File: config.mk
export PLATFORM = sky130hd
export DESIGN_NAME = dcc_top
export DESIGN_NICKNAME = d
export VERILOG_FILES = /design/src/dcc_pkg.sv /design/src/dcc_top.sv
export SDC_FILE = /design/constraint.sdc
export NUM_CORES = 1
export LEC_CHECK = 0
export BUFFER_PORTS_ARGS = -buffer_cell sky130_fd_sc_hd__buf_2
export CAP_MARGIN = 0
export CORE_UTILIZATION = 35
export DETAILED_ROUTE_END_ITERATION = 12
export PLACE_DENSITY = 0.55
export SLEW_MARGIN = 10
export SYNTH_ARGS = -nofsm -noshare
export SYNTH_HDL_FRONTEND = slang
export SYNTH_SLANG_ARGS = --single-unit
File: constraint.sdc
create_clock -name pclk -period 5.8 [get_ports pclk]
set_input_delay 1.16 -clock pclk [delete_from_list [all_inputs] [get_ports pclk]]
set_output_delay 1.16 -clock pclk [all_outputs]
set_load 0.01 [all_outputs]
File: src/dcc_pkg.sv
// Constants, register map and carrier types of the DMA channel control block.
// Assumes a 32-bit APB register port with an 8-bit byte address.
package dcc_pkg;

	localparam int NUM_CH   = 4;
	localparam int CH_W     = 2;
	localparam int ADDR_W   = 16;
	localparam int PADDR_W  = 8;

	// Register byte offsets
	localparam logic [7:0] OFS_CMD     = 8'h00;
	localparam logic [7:0] OFS_MODE    = 8'h04;
	localparam logic [7:0] OFS_MCLR    = 8'h08;
	localparam logic [7:0] OFS_MASK    = 8'h0C;
	localparam logic [7:0] OFS_STATUS  = 8'h10;
	localparam logic [7:0] OFS_TEMP    = 8'h14;
	localparam logic [7:0] OFS_ADDR0   = 8'h20;
	localparam logic [7:0] OFS_CNT0    = 8'h30;
	localparam logic [7:0] OFS_GRP_MSK = 8'hF0;
	localparam logic [1:0] IDX_LSB     = 2;

	// Reset values
	localparam logic [7:0]        CMD_RST  = 8'h00;
	localparam logic [NUM_CH-1:0] MASK_RST = 4'hF;
	localparam logic [7:0]        TEMP_RST = 8'h00;

	// Last cycle index of a transfer, one less than its length in clock cycles
	localparam logic [1:0] NORM_CYC = 2'd3;
	localparam logic [1:0] COMP_CYC = 2'd1;

	// Transfer mode and direction codes
	localparam logic [1:0] XM_DEMAND = 2'h0;
	localparam logic [1:0] XM_SINGLE = 2'h1;
	localparam logic [1:0] XM_BLOCK  = 2'h2;
	localparam logic [1:0] DIR_VERIFY = 2'h0;
	localparam logic [1:0] DIR_TO_MEM = 2'h1;
	localparam logic [1:0] DIR_FROM_MEM = 2'h2;

	typedef struct packed {
		logic ack_high;     // bit 7
		logic req_low;      // bit 6
		logic write_strobe_select;
		logic priority_scheme_select;
		logic compressed;   // bit 3
		logic disable_ctl;  // bit 2
		logic ch0_hold;     // bit 1
		logic mem_to_mem;   // bit 0
	} dcc_cmd_s;

	typedef struct packed {
		logic [1:0] xfer_mode;   // bits 7-6
		logic       address_step_direction;
		logic       auto_init;   // bit 4
		logic [1:0] dir;         // bits 3-2
	} dcc_mode_s;

	typedef struct packed {
		logic mem_rd;
		logic mem_wr;
		logic io_rd;
		logic io_wr;
	} dcc_strb_s;

	typedef enum logic [2:0] {
		ST_IDLE    = 3'b001,
		ST_XFER    = 3'b010,
		ST_RELEASE = 3'b100
	} dcc_state_e;

endpackage

File: src/dcc_top.sv
// Four-channel byte DMA channel control: command and mode registers,
// channel arbitration, transfer sequencing and address/count stepping.
// Assumes an APB master, asynchronous pin inputs for requests and
// end-of-process, and memory read data on the same clock.
//
// How it works
// - Reset and master clear both zero the command register.
// - Command bit 6 set makes request active low; bit 7 clear, ack low.
// - Timing bit picks normal or compressed two-cycle transfers.
// - Write select picks late or extended write strobes.
// - Priority bit zero gives fixed order, channel zero first.
// - Rotating priority puts the last serviced channel lowest.
// - Disable bit keeps an idle controller from starting; writing zero re-enables.
// - Command bit 1 keeps channel zero address constant.
// - Memory-to-memory copies channel zero to channel one via temp register.
// - Mode write applies only to channel in its select field.
// - Mode field: demand 0, single 1, block 2, cascade 3 unused.
// - Single mode does one transfer then releases the bus.
// - Terminal count when count wraps zero to all ones; then auto-init.
// - Block mode runs until terminal count or end of process.
// - Demand mode suspends while request drops, resumes when raised.
// - Address increments when direction bit zero, decrements when one.
// - Auto-init reloads current from base; transfers never touch base.
// - Direction 1 into memory, 2 out of memory, 0 verify only.
// - Writing current address or count also writes its base register.
// - End of process without auto-init sets that channel's mask bit.
//
// The APB register port and the register addresses were left to the implementer.
`timescale 1ns/10ps

module dcc_top (
	// Clock and reset
	input  wire logic                          pclk,
	input  wire logic                          presetn,
	// APB slave
	input  wire logic                          psel,
	input  wire logic                          penable,
	input  wire logic                          pwrite,
	input  wire logic [dcc_pkg::PADDR_W-1:0]   paddr,
	input  wire logic [31:0]                   pwdata,
	output logic      [31:0]                   prdata,
	output logic                               pready,
	output logic                               pslverr,
	// Peripheral handshake
	input  wire logic [dcc_pkg::NUM_CH-1:0]    channel_request_line,
	output logic      [dcc_pkg::NUM_CH-1:0]    channel_acknowledge_line,
	input  wire logic                          end_of_process_n,
	// Memory side
	input  wire logic [7:0]                    mem_rdata,
	output logic      [7:0]                    mem_wdata,
	output logic      [dcc_pkg::ADDR_W-1:0]    dma_addr,
	output dcc_pkg::dcc_strb_s                 strobes,
	output logic                               bus_hold,
	output logic                               terminal_count
);
	import dcc_pkg::*;

	function automatic logic [NUM_CH-1:0] chan_bit(input logic [CH_W-1:0] c);
		chan_bit = 4'h1 << c;
	endfunction

	// First eligible channel at or after base, wrapping
	function automatic logic [CH_W-1:0] pick(input logic [NUM_CH-1:0] r,
		input logic [CH_W-1:0] base);
		logic [CH_W-1:0] c;
		pick = base;
		for (int i = NUM_CH - 1; i >= 0; i--) begin
			c = base + CH_W'(i);
			if (r[c])
				pick = c;
		end
	endfunction

	function automatic logic [ADDR_W-1:0] step(input logic [ADDR_W-1:0] a,
		input logic dec);
		step = dec ? a - 16'h0001 : a + 16'h0001;
	endfunction

	// Input synchronisers
	logic [NUM_CH-1:0] req_s1_q, req_s2_q;
	logic              eop_s1_q, eop_s2_q;

	always_ff @(posedge pclk or negedge presetn) begin
		if (!presetn) begin
			req_s1_q <= 4'h0;
			req_s2_q <= 4'h0;
			eop_s1_q <= 1'b1;
			eop_s2_q <= 1'b1;
		end else begin
			req_s1_q <= channel_request_line;
			req_s2_q <= req_s1_q;
			eop_s1_q <= end_of_process_n;
			eop_s2_q <= eop_s1_q;
		end
	end

	// Register state
	dcc_cmd_s          cmd_q;
	dcc_mode_s         mode_q [NUM_CH];
	logic [ADDR_W-1:0] cur_addr_q [NUM_CH];
	logic [ADDR_W-1:0] cur_cnt_q  [NUM_CH];
	logic [ADDR_W-1:0] base_addr_q[NUM_CH];
	logic [ADDR_W-1:0] base_cnt_q [NUM_CH];
	logic [NUM_CH-1:0] mask_q;
	logic [NUM_CH-1:0] tc_flag_q;
	logic [7:0]        temp_q;

	// Sequencer state
	dcc_state_e        state_q;
	logic [CH_W-1:0]   ch_q;
	logic [CH_W-1:0]   last_q;
	logic [1:0]        cyc_q;
	logic              m2m_q;
	logic              phase_q;
	logic              eop_seen_q;

	// APB decode
	logic              acc, wr_en, rd_en, idx_hit;
	logic [CH_W-1:0]   idx;
	logic [7:0]        grp;

	assign acc     = psel & penable;
	assign wr_en   = acc & pready & pwrite;
	assign rd_en   = acc & pready & ~pwrite;
	assign idx     = paddr[IDX_LSB +: CH_W];
	assign grp     = paddr & OFS_GRP_MSK;
	assign idx_hit = (paddr[1:0] == 2'b00);

	logic wr_cmd, wr_mode, wr_mclr, wr_mask, wr_addr, wr_cnt, rd_stat;
	assign wr_cmd  = wr_en && paddr == OFS_CMD;
	assign wr_mode = wr_en && paddr == OFS_MODE;
	assign wr_mclr = wr_en && paddr == OFS_MCLR;
	assign wr_mask = wr_en && paddr == OFS_MASK;
	assign wr_addr = wr_en && idx_hit && grp == OFS_ADDR0;
	assign wr_cnt  = wr_en && idx_hit && grp == OFS_CNT0;
	assign rd_stat = rd_en && paddr == OFS_STATUS;

	// Arbitration
	logic [NUM_CH-1:0] req_act, eligible;
	logic [CH_W-1:0]   grant;
	logic [1:0]        len;
	logic              last_cyc;
	logic [CH_W-1:0]   cnt_ch;
	logic              tc_hit, done;

	assign req_act  = cmd_q.req_low ? ~req_s2_q : req_s2_q;
	assign eligible = req_act & ~mask_q;
	assign grant    = pick(eligible, cmd_q.priority_scheme_select ?
		last_q + 2'd1 : 2'd0);
	assign len      = cmd_q.compressed ? COMP_CYC : NORM_CYC;
	assign last_cyc = state_q == ST_XFER && cyc_q == len;
	assign cnt_ch   = m2m_q ? 2'd1 : ch_q;
	assign tc_hit   = cur_cnt_q[cnt_ch] == 16'h0000;
	// One transfer finishes at the end of its final cycle
	logic step_en;
	assign step_en  = last_cyc && (!m2m_q || phase_q);
	assign done     = step_en && (tc_hit || eop_seen_q || !eop_s2_q);

	// APB answer: one wait state, then registered data
	always_ff @(posedge pclk or negedge presetn) begin
		if (!presetn) begin
			pready  <= 1'b0;
			prdata  <= 32'h0000_0000;
			pslverr <= 1'b0;
		end else begin
			pready  <= acc & ~pready;
			prdata  <= 32'h0000_0000;
			pslverr <= 1'b0;
			if (acc && !pready) begin
				if (grp == OFS_ADDR0 && idx_hit)
					prdata <= {16'h0000, cur_addr_q[idx]};
				else if (grp == OFS_CNT0 && idx_hit)
					prdata <= {16'h0000, cur_cnt_q[idx]};
				else if (paddr == OFS_MASK)
					prdata <= {28'h0000000, mask_q};
				else if (paddr == OFS_STATUS && !pwrite)
					prdata <= {24'h000000, req_act, tc_flag_q};
				else if (paddr == OFS_TEMP && !pwrite)
					prdata <= {24'h000000, temp_q};
				else if (!(pwrite && (paddr == OFS_CMD ||
					paddr == OFS_MODE || paddr == OFS_MCLR)))
					pslverr <= 1'b1;
			end
		end
	end

	// Command register
	always_ff @(posedge pclk or negedge presetn) begin
		if (!presetn)
			cmd_q <= CMD_RST;
		else if (wr_mclr)
			cmd_q <= CMD_RST;
		else if (wr_cmd)
			cmd_q <= pwdata[7:0];
	end

	// Mode registers
	always_ff @(posedge pclk or negedge presetn) begin
		if (!presetn) begin
			for (int i = 0; i < NUM_CH; i++)
				mode_q[i] <= '0;
		end else if (wr_mode) begin
			mode_q[pwdata[1:0]] <= pwdata[7:2];
		end
	end

	// Channel address, count and base registers
	always_ff @(posedge pclk or negedge presetn) begin
		if (!presetn) begin
			for (int i = 0; i < NUM_CH; i++) begin
				cur_addr_q[i]  <= 16'h0000;
				cur_cnt_q[i]   <= 16'h0000;
				base_addr_q[i] <= 16'h0000;
				base_cnt_q[i]  <= 16'h0000;
			end
		end else begin
			if (step_en) begin
				// Channel zero source address in memory-to-memory
				if (m2m_q && !cmd_q.ch0_hold)
					cur_addr_q[0] <= step(cur_addr_q[0],
						mode_q[0].address_step_direction);
				if (!(ch_q == 2'd0 && cmd_q.ch0_hold) || m2m_q)
					cur_addr_q[cnt_ch] <= step(cur_addr_q[cnt_ch],
						mode_q[cnt_ch].address_step_direction);
				cur_cnt_q[cnt_ch] <= cur_cnt_q[cnt_ch] - 16'h0001;
				if (done && mode_q[cnt_ch].auto_init) begin
					cur_addr_q[cnt_ch] <= base_addr_q[cnt_ch];
					cur_cnt_q[cnt_ch]  <= base_cnt_q[cnt_ch];
					if (m2m_q && mode_q[0].auto_init)
						cur_addr_q[0] <= base_addr_q[0];
				end
			end
			if (wr_addr) begin
				cur_addr_q[idx]  <= pwdata[ADDR_W-1:0];
				base_addr_q[idx] <= pwdata[ADDR_W-1:0];
			end
			if (wr_cnt) begin
				cur_cnt_q[idx]  <= pwdata[ADDR_W-1:0];
				base_cnt_q[idx] <= pwdata[ADDR_W-1:0];
			end
		end
	end

	// Mask register
	always_ff @(posedge pclk or negedge presetn) begin
		if (!presetn)
			mask_q <= MASK_RST;
		else if (done && !mode_q[cnt_ch].auto_init)
			mask_q <= (wr_mask ? pwdata[NUM_CH-1:0] : mask_q) |
				chan_bit(cnt_ch);
		else if (wr_mclr)
			mask_q <= MASK_RST;
		else if (wr_mask)
			mask_q <= pwdata[NUM_CH-1:0];
	end

	// Terminal count flags, cleared by status read; set wins
	always_ff @(posedge pclk or negedge presetn) begin
		if (!presetn)
			tc_flag_q <= 4'h0;
		else
			tc_flag_q <= (tc_flag_q & ~{NUM_CH{rd_stat | wr_mclr}}) |
				(done ? chan_bit(cnt_ch) : 4'h0);
	end

	// Temporary register
	always_ff @(posedge pclk or negedge presetn) begin
		if (!presetn)
			temp_q <= TEMP_RST;
		else if (wr_mclr)
			temp_q <= TEMP_RST;
		else if (last_cyc && m2m_q && !phase_q)
			temp_q <= mem_rdata;
	end

	// Transfer sequencer
	always_ff @(posedge pclk or negedge presetn) begin
		if (!presetn) begin
			state_q    <= ST_IDLE;
			ch_q       <= 2'd0;
			last_q     <= 2'd3;
			cyc_q      <= 2'd0;
			m2m_q      <= 1'b0;
			phase_q    <= 1'b0;
			eop_seen_q <= 1'b0;
		end else if (wr_mclr) begin
			state_q    <= ST_IDLE;
			cyc_q      <= 2'd0;
			m2m_q      <= 1'b0;
			phase_q    <= 1'b0;
			eop_seen_q <= 1'b0;
		end else begin
			case (state_q)
			ST_IDLE: begin
				eop_seen_q <= 1'b0;
				if (!cmd_q.disable_ctl && |eligible) begin
					state_q <= ST_XFER;
					ch_q    <= grant;
					cyc_q   <= 2'd0;
					m2m_q   <= cmd_q.mem_to_mem && grant == 2'd0;
					phase_q <= 1'b0;
				end
			end
			ST_XFER: begin
				cyc_q <= cyc_q + 2'd1;
				if (!eop_s2_q)
					eop_seen_q <= 1'b1;
				if (last_cyc) begin
					cyc_q <= 2'd0;
					if (m2m_q && !phase_q) begin
						phase_q <= 1'b1;
					end else begin
						phase_q <= 1'b0;
						last_q  <= ch_q;
						if (done)
							state_q <= ST_IDLE;
						else if (m2m_q)
							state_q <= ST_XFER;
						else
							case (mode_q[ch_q].xfer_mode)
							XM_SINGLE: state_q <= ST_RELEASE;
							XM_BLOCK:  state_q <= ST_XFER;
							XM_DEMAND: state_q <= req_act[ch_q] ?
								ST_XFER : ST_IDLE;
							default:   state_q <= ST_IDLE;
							endcase
					end
				end
			end
			ST_RELEASE: state_q <= ST_IDLE;
			default:    state_q <= ST_IDLE;
			endcase
		end
	end

	// Registered bus outputs
	logic xfer, wr_win;
	assign xfer   = state_q == ST_XFER;
	assign wr_win = xfer && (cmd_q.write_strobe_select || cyc_q == len);

	always_ff @(posedge pclk or negedge presetn) begin
		if (!presetn) begin
			channel_acknowledge_line <= 4'hF;
			dma_addr       <= 16'h0000;
			strobes        <= '0;
			bus_hold       <= 1'b0;
			terminal_count <= 1'b0;
			mem_wdata      <= 8'h00;
		end else begin
			channel_acknowledge_line <= (xfer && !m2m_q ? chan_bit(ch_q) :
				4'h0) ^ {NUM_CH{~cmd_q.ack_high}};
			dma_addr       <= m2m_q && !phase_q ? cur_addr_q[0] :
				cur_addr_q[cnt_ch];
			bus_hold       <= xfer;
			terminal_count <= done && tc_hit;
			mem_wdata      <= temp_q;
			strobes        <= '0;
			if (m2m_q) begin
				strobes.mem_rd <= xfer && !phase_q;
				strobes.mem_wr <= wr_win && phase_q;
			end else begin
				case (mode_q[ch_q].dir)
				DIR_TO_MEM: begin
					strobes.io_rd  <= xfer;
					strobes.mem_wr <= wr_win;
				end
				DIR_FROM_MEM: begin
					strobes.mem_rd <= xfer;
					strobes.io_wr  <= wr_win;
				end
				DIR_VERIFY: strobes <= '0;
				default:    strobes <= '0;
				endcase
			end
		end
	end

endmodule

; ---- Word-level counts from Yosys, hierarchy flattened
; Index checks and enable logic that the tools add are counted.
[totals]
register_bits = 394
in_bits = 58
out_inout_bits = 68
[classes]
addsub = 10
n_lt_le_gt_ge = 12
eq_ne = 18
n_shift = 2
muxes = 122
bitwise = 23
reduce_logical = 70
[op_table]
columns = op, n
row1 = $bwmux W64, 8
row2 = $mux W64, 8
row3 = $mux W16, 23
row4 = $bmux W16 S2, 6
row5 = $demux W16 S2, 2
row6 = $mux W8, 7
row7 = $sub A16 B1 Y16 const B, 3
row8 = $logic_and A1 B1 Y1, 35
row9 = $add A16 B1 Y16 const B, 2
row10 = $mux W4, 8
row11 = $mux W2, 14
row12 = $bmux W6 S2, 2
row13 = $bwmux W24, 1
row14 = $mux W1, 23
row15 = $mux W3, 6
row16 = $mux W6, 3
row17 = $eq A8 B4 Y1 const B, 2
row18 = $eq A8 B5 Y1 const B, 2
row19 = $logic_not A16 Y1, 1
row20 = $lt A2 B3 Y1 const B, 5
row21 = $demux W6 S2, 1
row22 = $ge A3 B3 Y1 const B, 4
row23 = $ne A3 B3 Y1 const B, 4
row24 = $not A2 Y3, 4
row25 = other kinds (33), 83

; ---- Longest topological paths before layout
[logic_depth]
depth_word = 16
mapped_depth = 18
mapped_depth_nobuf = 14

; ---- Worst setup path before layout
; OpenSTA, ideal clock, no wires.
[synth_timing]
kind = reg-to-reg
startpoint = register ch_q[0]
endpoint = register cur_addr_q[14] (netlist bit)
setup_ns = 0.126
arrival_time_ns = 4.099
required_ns = 5.674
slack_ns = 1.575
stages_incl_launch_ff = 19
path_buffers = 6
cell_sequence = dfrtp_1 buf_6 buf_6 buf_6 buf_2 buf_2 buf_1 mux2i_1 nand2_1 o221a_2 ha_1 a21oi_1 o21ai_0 o311a_1 o22ai_4 o31ai_2 xnor2_1 a21oi_1 a221o_1
[synth_via]
elab_chain_len = 15
word_cells_on_any_way = 39
cone_classes = add/sub (2) / order compare (2) / mux (24) / bitwise (1) / reduce/logical (10)
[synth_lines]
columns = element, line
row1 = from (decl), dcc_top.sv:110  ; logic [CH_W-1:0] ch_q;
row2 = from (signal assigned), dcc_top.sv:298  ; ch_q <= grant;
row3 = $mux W2, dcc_top.sv:152  ; assign cnt_ch = m2m_q ? 2'd1 : ch_q;
row4 = $not A2 Y3 (not written as such), n/a
row5 = $bmux W16 S2, dcc_top.sv:223  ; cur_addr_q[cnt_ch] <= step(cur_addr_q[cnt_ch],
row6 = $mux W16 (not written as such) (2 in series), dcc_top.sv:223
row7 = $add A16 B1 Y16 / $sub A16 B1 Y16 (equally long branches), dcc_top.sv:76  ; step = dec ? a - 16'h0001 : a + 16'h0001;
row8 = $mux W16, dcc_top.sv:76
row9 = $bwmux W64, dcc_top.sv:223
row10 = $mux W64, dcc_top.sv:222  ; if (!(ch_q == 2'd0 && cmd_q.ch0_hold) || m2m_q)
row11 = $mux W64, dcc_top.sv:217  ; if (step_en) begin
row12 = $bwmux W64, dcc_top.sv:227  ; cur_addr_q[cnt_ch] <= base_addr_q[cnt_ch];
row13 = $mux W64 *, dcc_top.sv:226  ; if (done && mode_q[cnt_ch].auto_init) begin
row14 = $mux W64 *, dcc_top.sv:217
row15 = $bwmux W64, dcc_top.sv:234  ; cur_addr_q[idx] <= pwdata[ADDR_W-1:0];
row16 = $mux W64 *, dcc_top.sv:233  ; if (wr_addr) begin
row17 = "to (signal, indexed assignment)", dcc_top.sv:223
row18 = "to (signal, indexed assignment)", dcc_top.sv:227
row19 = "to (signal, indexed assignment)", dcc_top.sv:234
row20 = to (decl), dcc_top.sv:100  ; logic [ADDR_W-1:0] cur_addr_q [NUM_CH];
; Mark *: on every way between the ends. The rest lies on a longest branch, timed or not. The select of a mux whose other input is x is not followed.
; A chain may end at the register's enable or synchronous reset.

; ---- Worst setup path in the final report
[layout_timing]
startpoint = register ch_q[1]
endpoint = register cur_addr_q[14] (netlist bit)
; Same word-level chain as after synthesis.

==> results.sh <==
export IMPL_nets=2477
export IMPL_cp_common_cell="a21oi_1"
export IMPL_post_cts_buffers=0
export IMPL_critical_path_class="flip-flop to flip-flop"
export IMPL_drt_iter0_drc=2135
export IMPL_fin_skew_ns=0.02636
export IMPL_register_area_um2=9482
export IMPL_cts_root_buffer="clkbuf_16"
export IMPL_path_buf_inv=2
export IMPL_io_buffers=93
export IMPL_diodes=0
export IMPL_yosys_area_share_xor_xnor=0.02177
export IMPL_synth_simple_gate_area_frac=0.1868
export IMPL_end_kind="flip-flop"
export IMPL_synth_compound_area_share=0.1822
export IMPL_die_w_um=248.8
export IMPL_synth_area_mux_share=0.1070
export IMPL_p_per_area_nw_per_um2=365.0
export IMPL_antenna_found_initial=0
export IMPL_fp_row_count=90
export IMPL_synth_cells=2352
export IMPL_grt_pass1_vias=18570
export IMPL_maxSlewHeadroom=0.2290
export IMPL_cts_max_path_buffers=3
export IMPL_dpl_cell_area_um2=22630
export IMPL_syn2layout_area_growth_pct=12.80
export IMPL_slowest_delay_ns=0.57
export IMPL_rsz0062_at_grt="no"
export IMPL_status="complete, no violations"
export IMPL_synth_area_leader_cell="dfrtp_1"
export IMPL_synth_edf_count=0
export IMPL_final_hold_viol_count=0
export IMPL_syn_area_per_cell_um2=9.066
export IMPL_synth_ff_type="dfrtp_1"
export IMPL_cts_tree="done"
export IMPL_grt_max_degree=129
export IMPL_grt_ovfl_total=0
export IMPL_start_util=0.3540
export IMPL_grt_pass1_wl_mm=118.8
export IMPL_min_period_ns=4.661
export IMPL_synth_most_common_cell="nand2_1"
export IMPL_post_drt_wl_per_cell_um=24.58
export IMPL_routed_wl_mm=78.84
export IMPL_viasPerCell=5.962
export IMPL_ys_warn_count=0
export IMPL_place_congestion=0.9219
export IMPL_synth_top_cell_area_share=0.4283
export IMPL_ant_nets=0
export IMPL_design_core_area_um2=60250
export IMPL_synth_fa_ha_area_frac=0.01502
export IMPL_async_flop_share=1.000
export IMPL_globalRouteTotalUtil=0.2526
export IMPL_cts_resized=0
export IMPL_period_share=0.8036
export IMPL_ys_seq_area_frac=0.4443
export IMPL_fillers=5940
export IMPL_crit_arrival_ns=5.14
export IMPL_ys_seq_elements=378
export IMPL_fin_setup_tns_ns=0
export IMPL_fmax_mhz=214.6
export IMPL_synth_top_family_by_area="simple AND/OR/NAND/NOR gates"
export IMPL_setup_viol=0
export IMPL_holdBufCountCts=0
export IMPL_crit_required_ns=6.28
export IMPL_worst_ir_drop_vdd_v=0.0002107
export IMPL_netlist_area_um2=21320
export IMPL_final_cells=3208
export IMPL_drv_slew=0
export IMPL_die_h_um=248.8
export IMPL_tightestPinTransition_ns=1.154
export IMPL_cp_top_family="compound AO/OA/AOI/OAI gates"
export IMPL_path_max_fanout=15
export IMPL_cp_slowest_cell="xnor2_1"
export IMPL_ios=126
export IMPL_synth_distinct_cells=99
export IMPL_hpwl_mm=53.00
export IMPL_crit_chain="or2_1, buf_4, a2bb2oi_1, o22ai_1, inv_1, ha_1, a21oi_1, o21ai_0, o311a_1, o22ai_4, o31ai_2, xnor2_1, a21oi_1, a221o_1"
export IMPL_drc=0
export IMPL_vias=19130
export IMPL_final_area_um2=24050
export IMPL_clk_latency_ns=0.60
export IMPL_cts_made_buffers=43
export IMPL_power_mw=8.779
export IMPL_layout_drive_gt1_share=0.1632
export IMPL_drt_first_pass_iters=9
export IMPL_dp_cells=3131
export IMPL_cts_htree_levels=2
export IMPL_cp_start_kind="flip-flop"
export IMPL_hold_class="flip-flop to flip-flop"
export IMPL_die_area_um2=61920
export IMPL_drv_cap=0
export IMPL_cts_sinks=378
export IMPL_synthTopCellsByArea="dfrtp_1 43%, nand2_1 10%, mux2i_1 4.4%, mux4_2 3.9%, a21oi_1 3.4%"
export IMPL_clkTransAtPathRegs_ns=0.06
export IMPL_post_route_util=0.3993
export IMPL_p_leak_nw=10.88
export IMPL_multi_input_area_um2=11040
export IMPL_yosys_top_cells_count="583 x nand2_1, 365 x dfrtp_1, 160 x nor2_1"
==> registers in the layout, indices dropped and copies added (netlist names), 16 cells and up <==
register / flops
prdata: 16
cur_cnt_q: 64
cur_addr_q: 64
dma_addr: 16
base_addr_q: 64
base_cnt_q: 64
mode_q: 24
==> kinds of logic after synthesis <==
| kind of cell | count (synthesis) |
|---|---|
| and+or+nand+nor | 926 |
| xor gates and xnor gates | 53 |
| adders and majority gates | 25 |
| AOI/OAI and AO/OA | 589 |
| other | 1 |
| DFF | 378 |
| buffers and inverters | 204 |
| muxes | 176 |
==> layer usage <==
metal | part of all wire | track usage
met4 | 0.038 | 0.09459
met5 | 0 | 0
met1 | 0.41 | 0.3371
met2 | 0.46 | 0.4030
met3 | 0.090 | 0.05225
==> cell type report <==
cell class,count,share of cell area
Inverter,21,0.003277
Sequential cell,378,0.3942
Tap cell,782,0.04068
Clock inverter,18,0.008635
Timing Repair Buffer,165,0.04390
Multi-Input combinational cell,1785,0.4588
Clock buffer,59,0.05056
==> cells in the final DEF (no fill, tap or decap), drive strengths merged, types with 7 or more instances in the layout <==
master,count
xnor2,30
dfstp,13
nand4,10
mux4,37
nand2,583
dfrtp,365
nor3,28
inv,23
or3,13
nand3,47
mux2i,93
mux2,46
clkinv,11
nand2b,14
or2,12
o221ai,15
a21oi,146
a31oi,13
nor4,10
and3,11
a22oi,47
a222oi,13
xor2,23
o21ai,181
clkbuf,59
a21o,8
buf,165
o22ai,29
o31ai,7
a221o,12
a221oi,7
ha,24
a211oi,37
conb,16
nor2,167
o211ai,10
a2bb2oi,15
==> path summary, 6_finish.rpt <==
| check | startpoint | to | slack, ns | cells past startpoint |
|---|---|---|---|---|
| max reg2reg | ch_q[1]$_DFFE_PN0P_ | cur_addr_q[14]$_DFF_PN0_ | 1.14 | 14 |
| max | ch_q[1]$_DFFE_PN0P_ | cur_addr_q[14]$_DFF_PN0_ | 1.14 | 14 |
| min reg2reg | req_s1_q[0]$_DFF_PN0_ | req_s2_q[0]$_DFF_PN0_ | 0.35 | 0 |
| min | req_s1_q[0]$_DFF_PN0_ | req_s2_q[0]$_DFF_PN0_ | 0.35 | 0 |
| max in group asynchronous | presetn | base_cnt_q[15]$_DFFE_PN0P_ | 3.89 | 2 |
| min in group asynchronous | presetn | mode_q[18]$_DFFE_PN0P_ | 0.62 | 1 |
==> power by group <==
part,switching [mW],internal (mW)
logic,1.76,1.03
clock network,1.17,1.65
registers,0.262,2.91
total,3.19,5.59
==> stage by stage <==
step           hold WS [ns]  worst slack (ns)
2_1_floorplan        0.3312             1.575
3_3_place_gp         0.3358             1.314
3_5_place_dp         0.3362             1.301
4_1_cts              0.3495             1.262
5_1_grt              0.3527            0.9903
6_report             0.3470             1.139
Note: power is estimated with default switching activity, not from simulation.
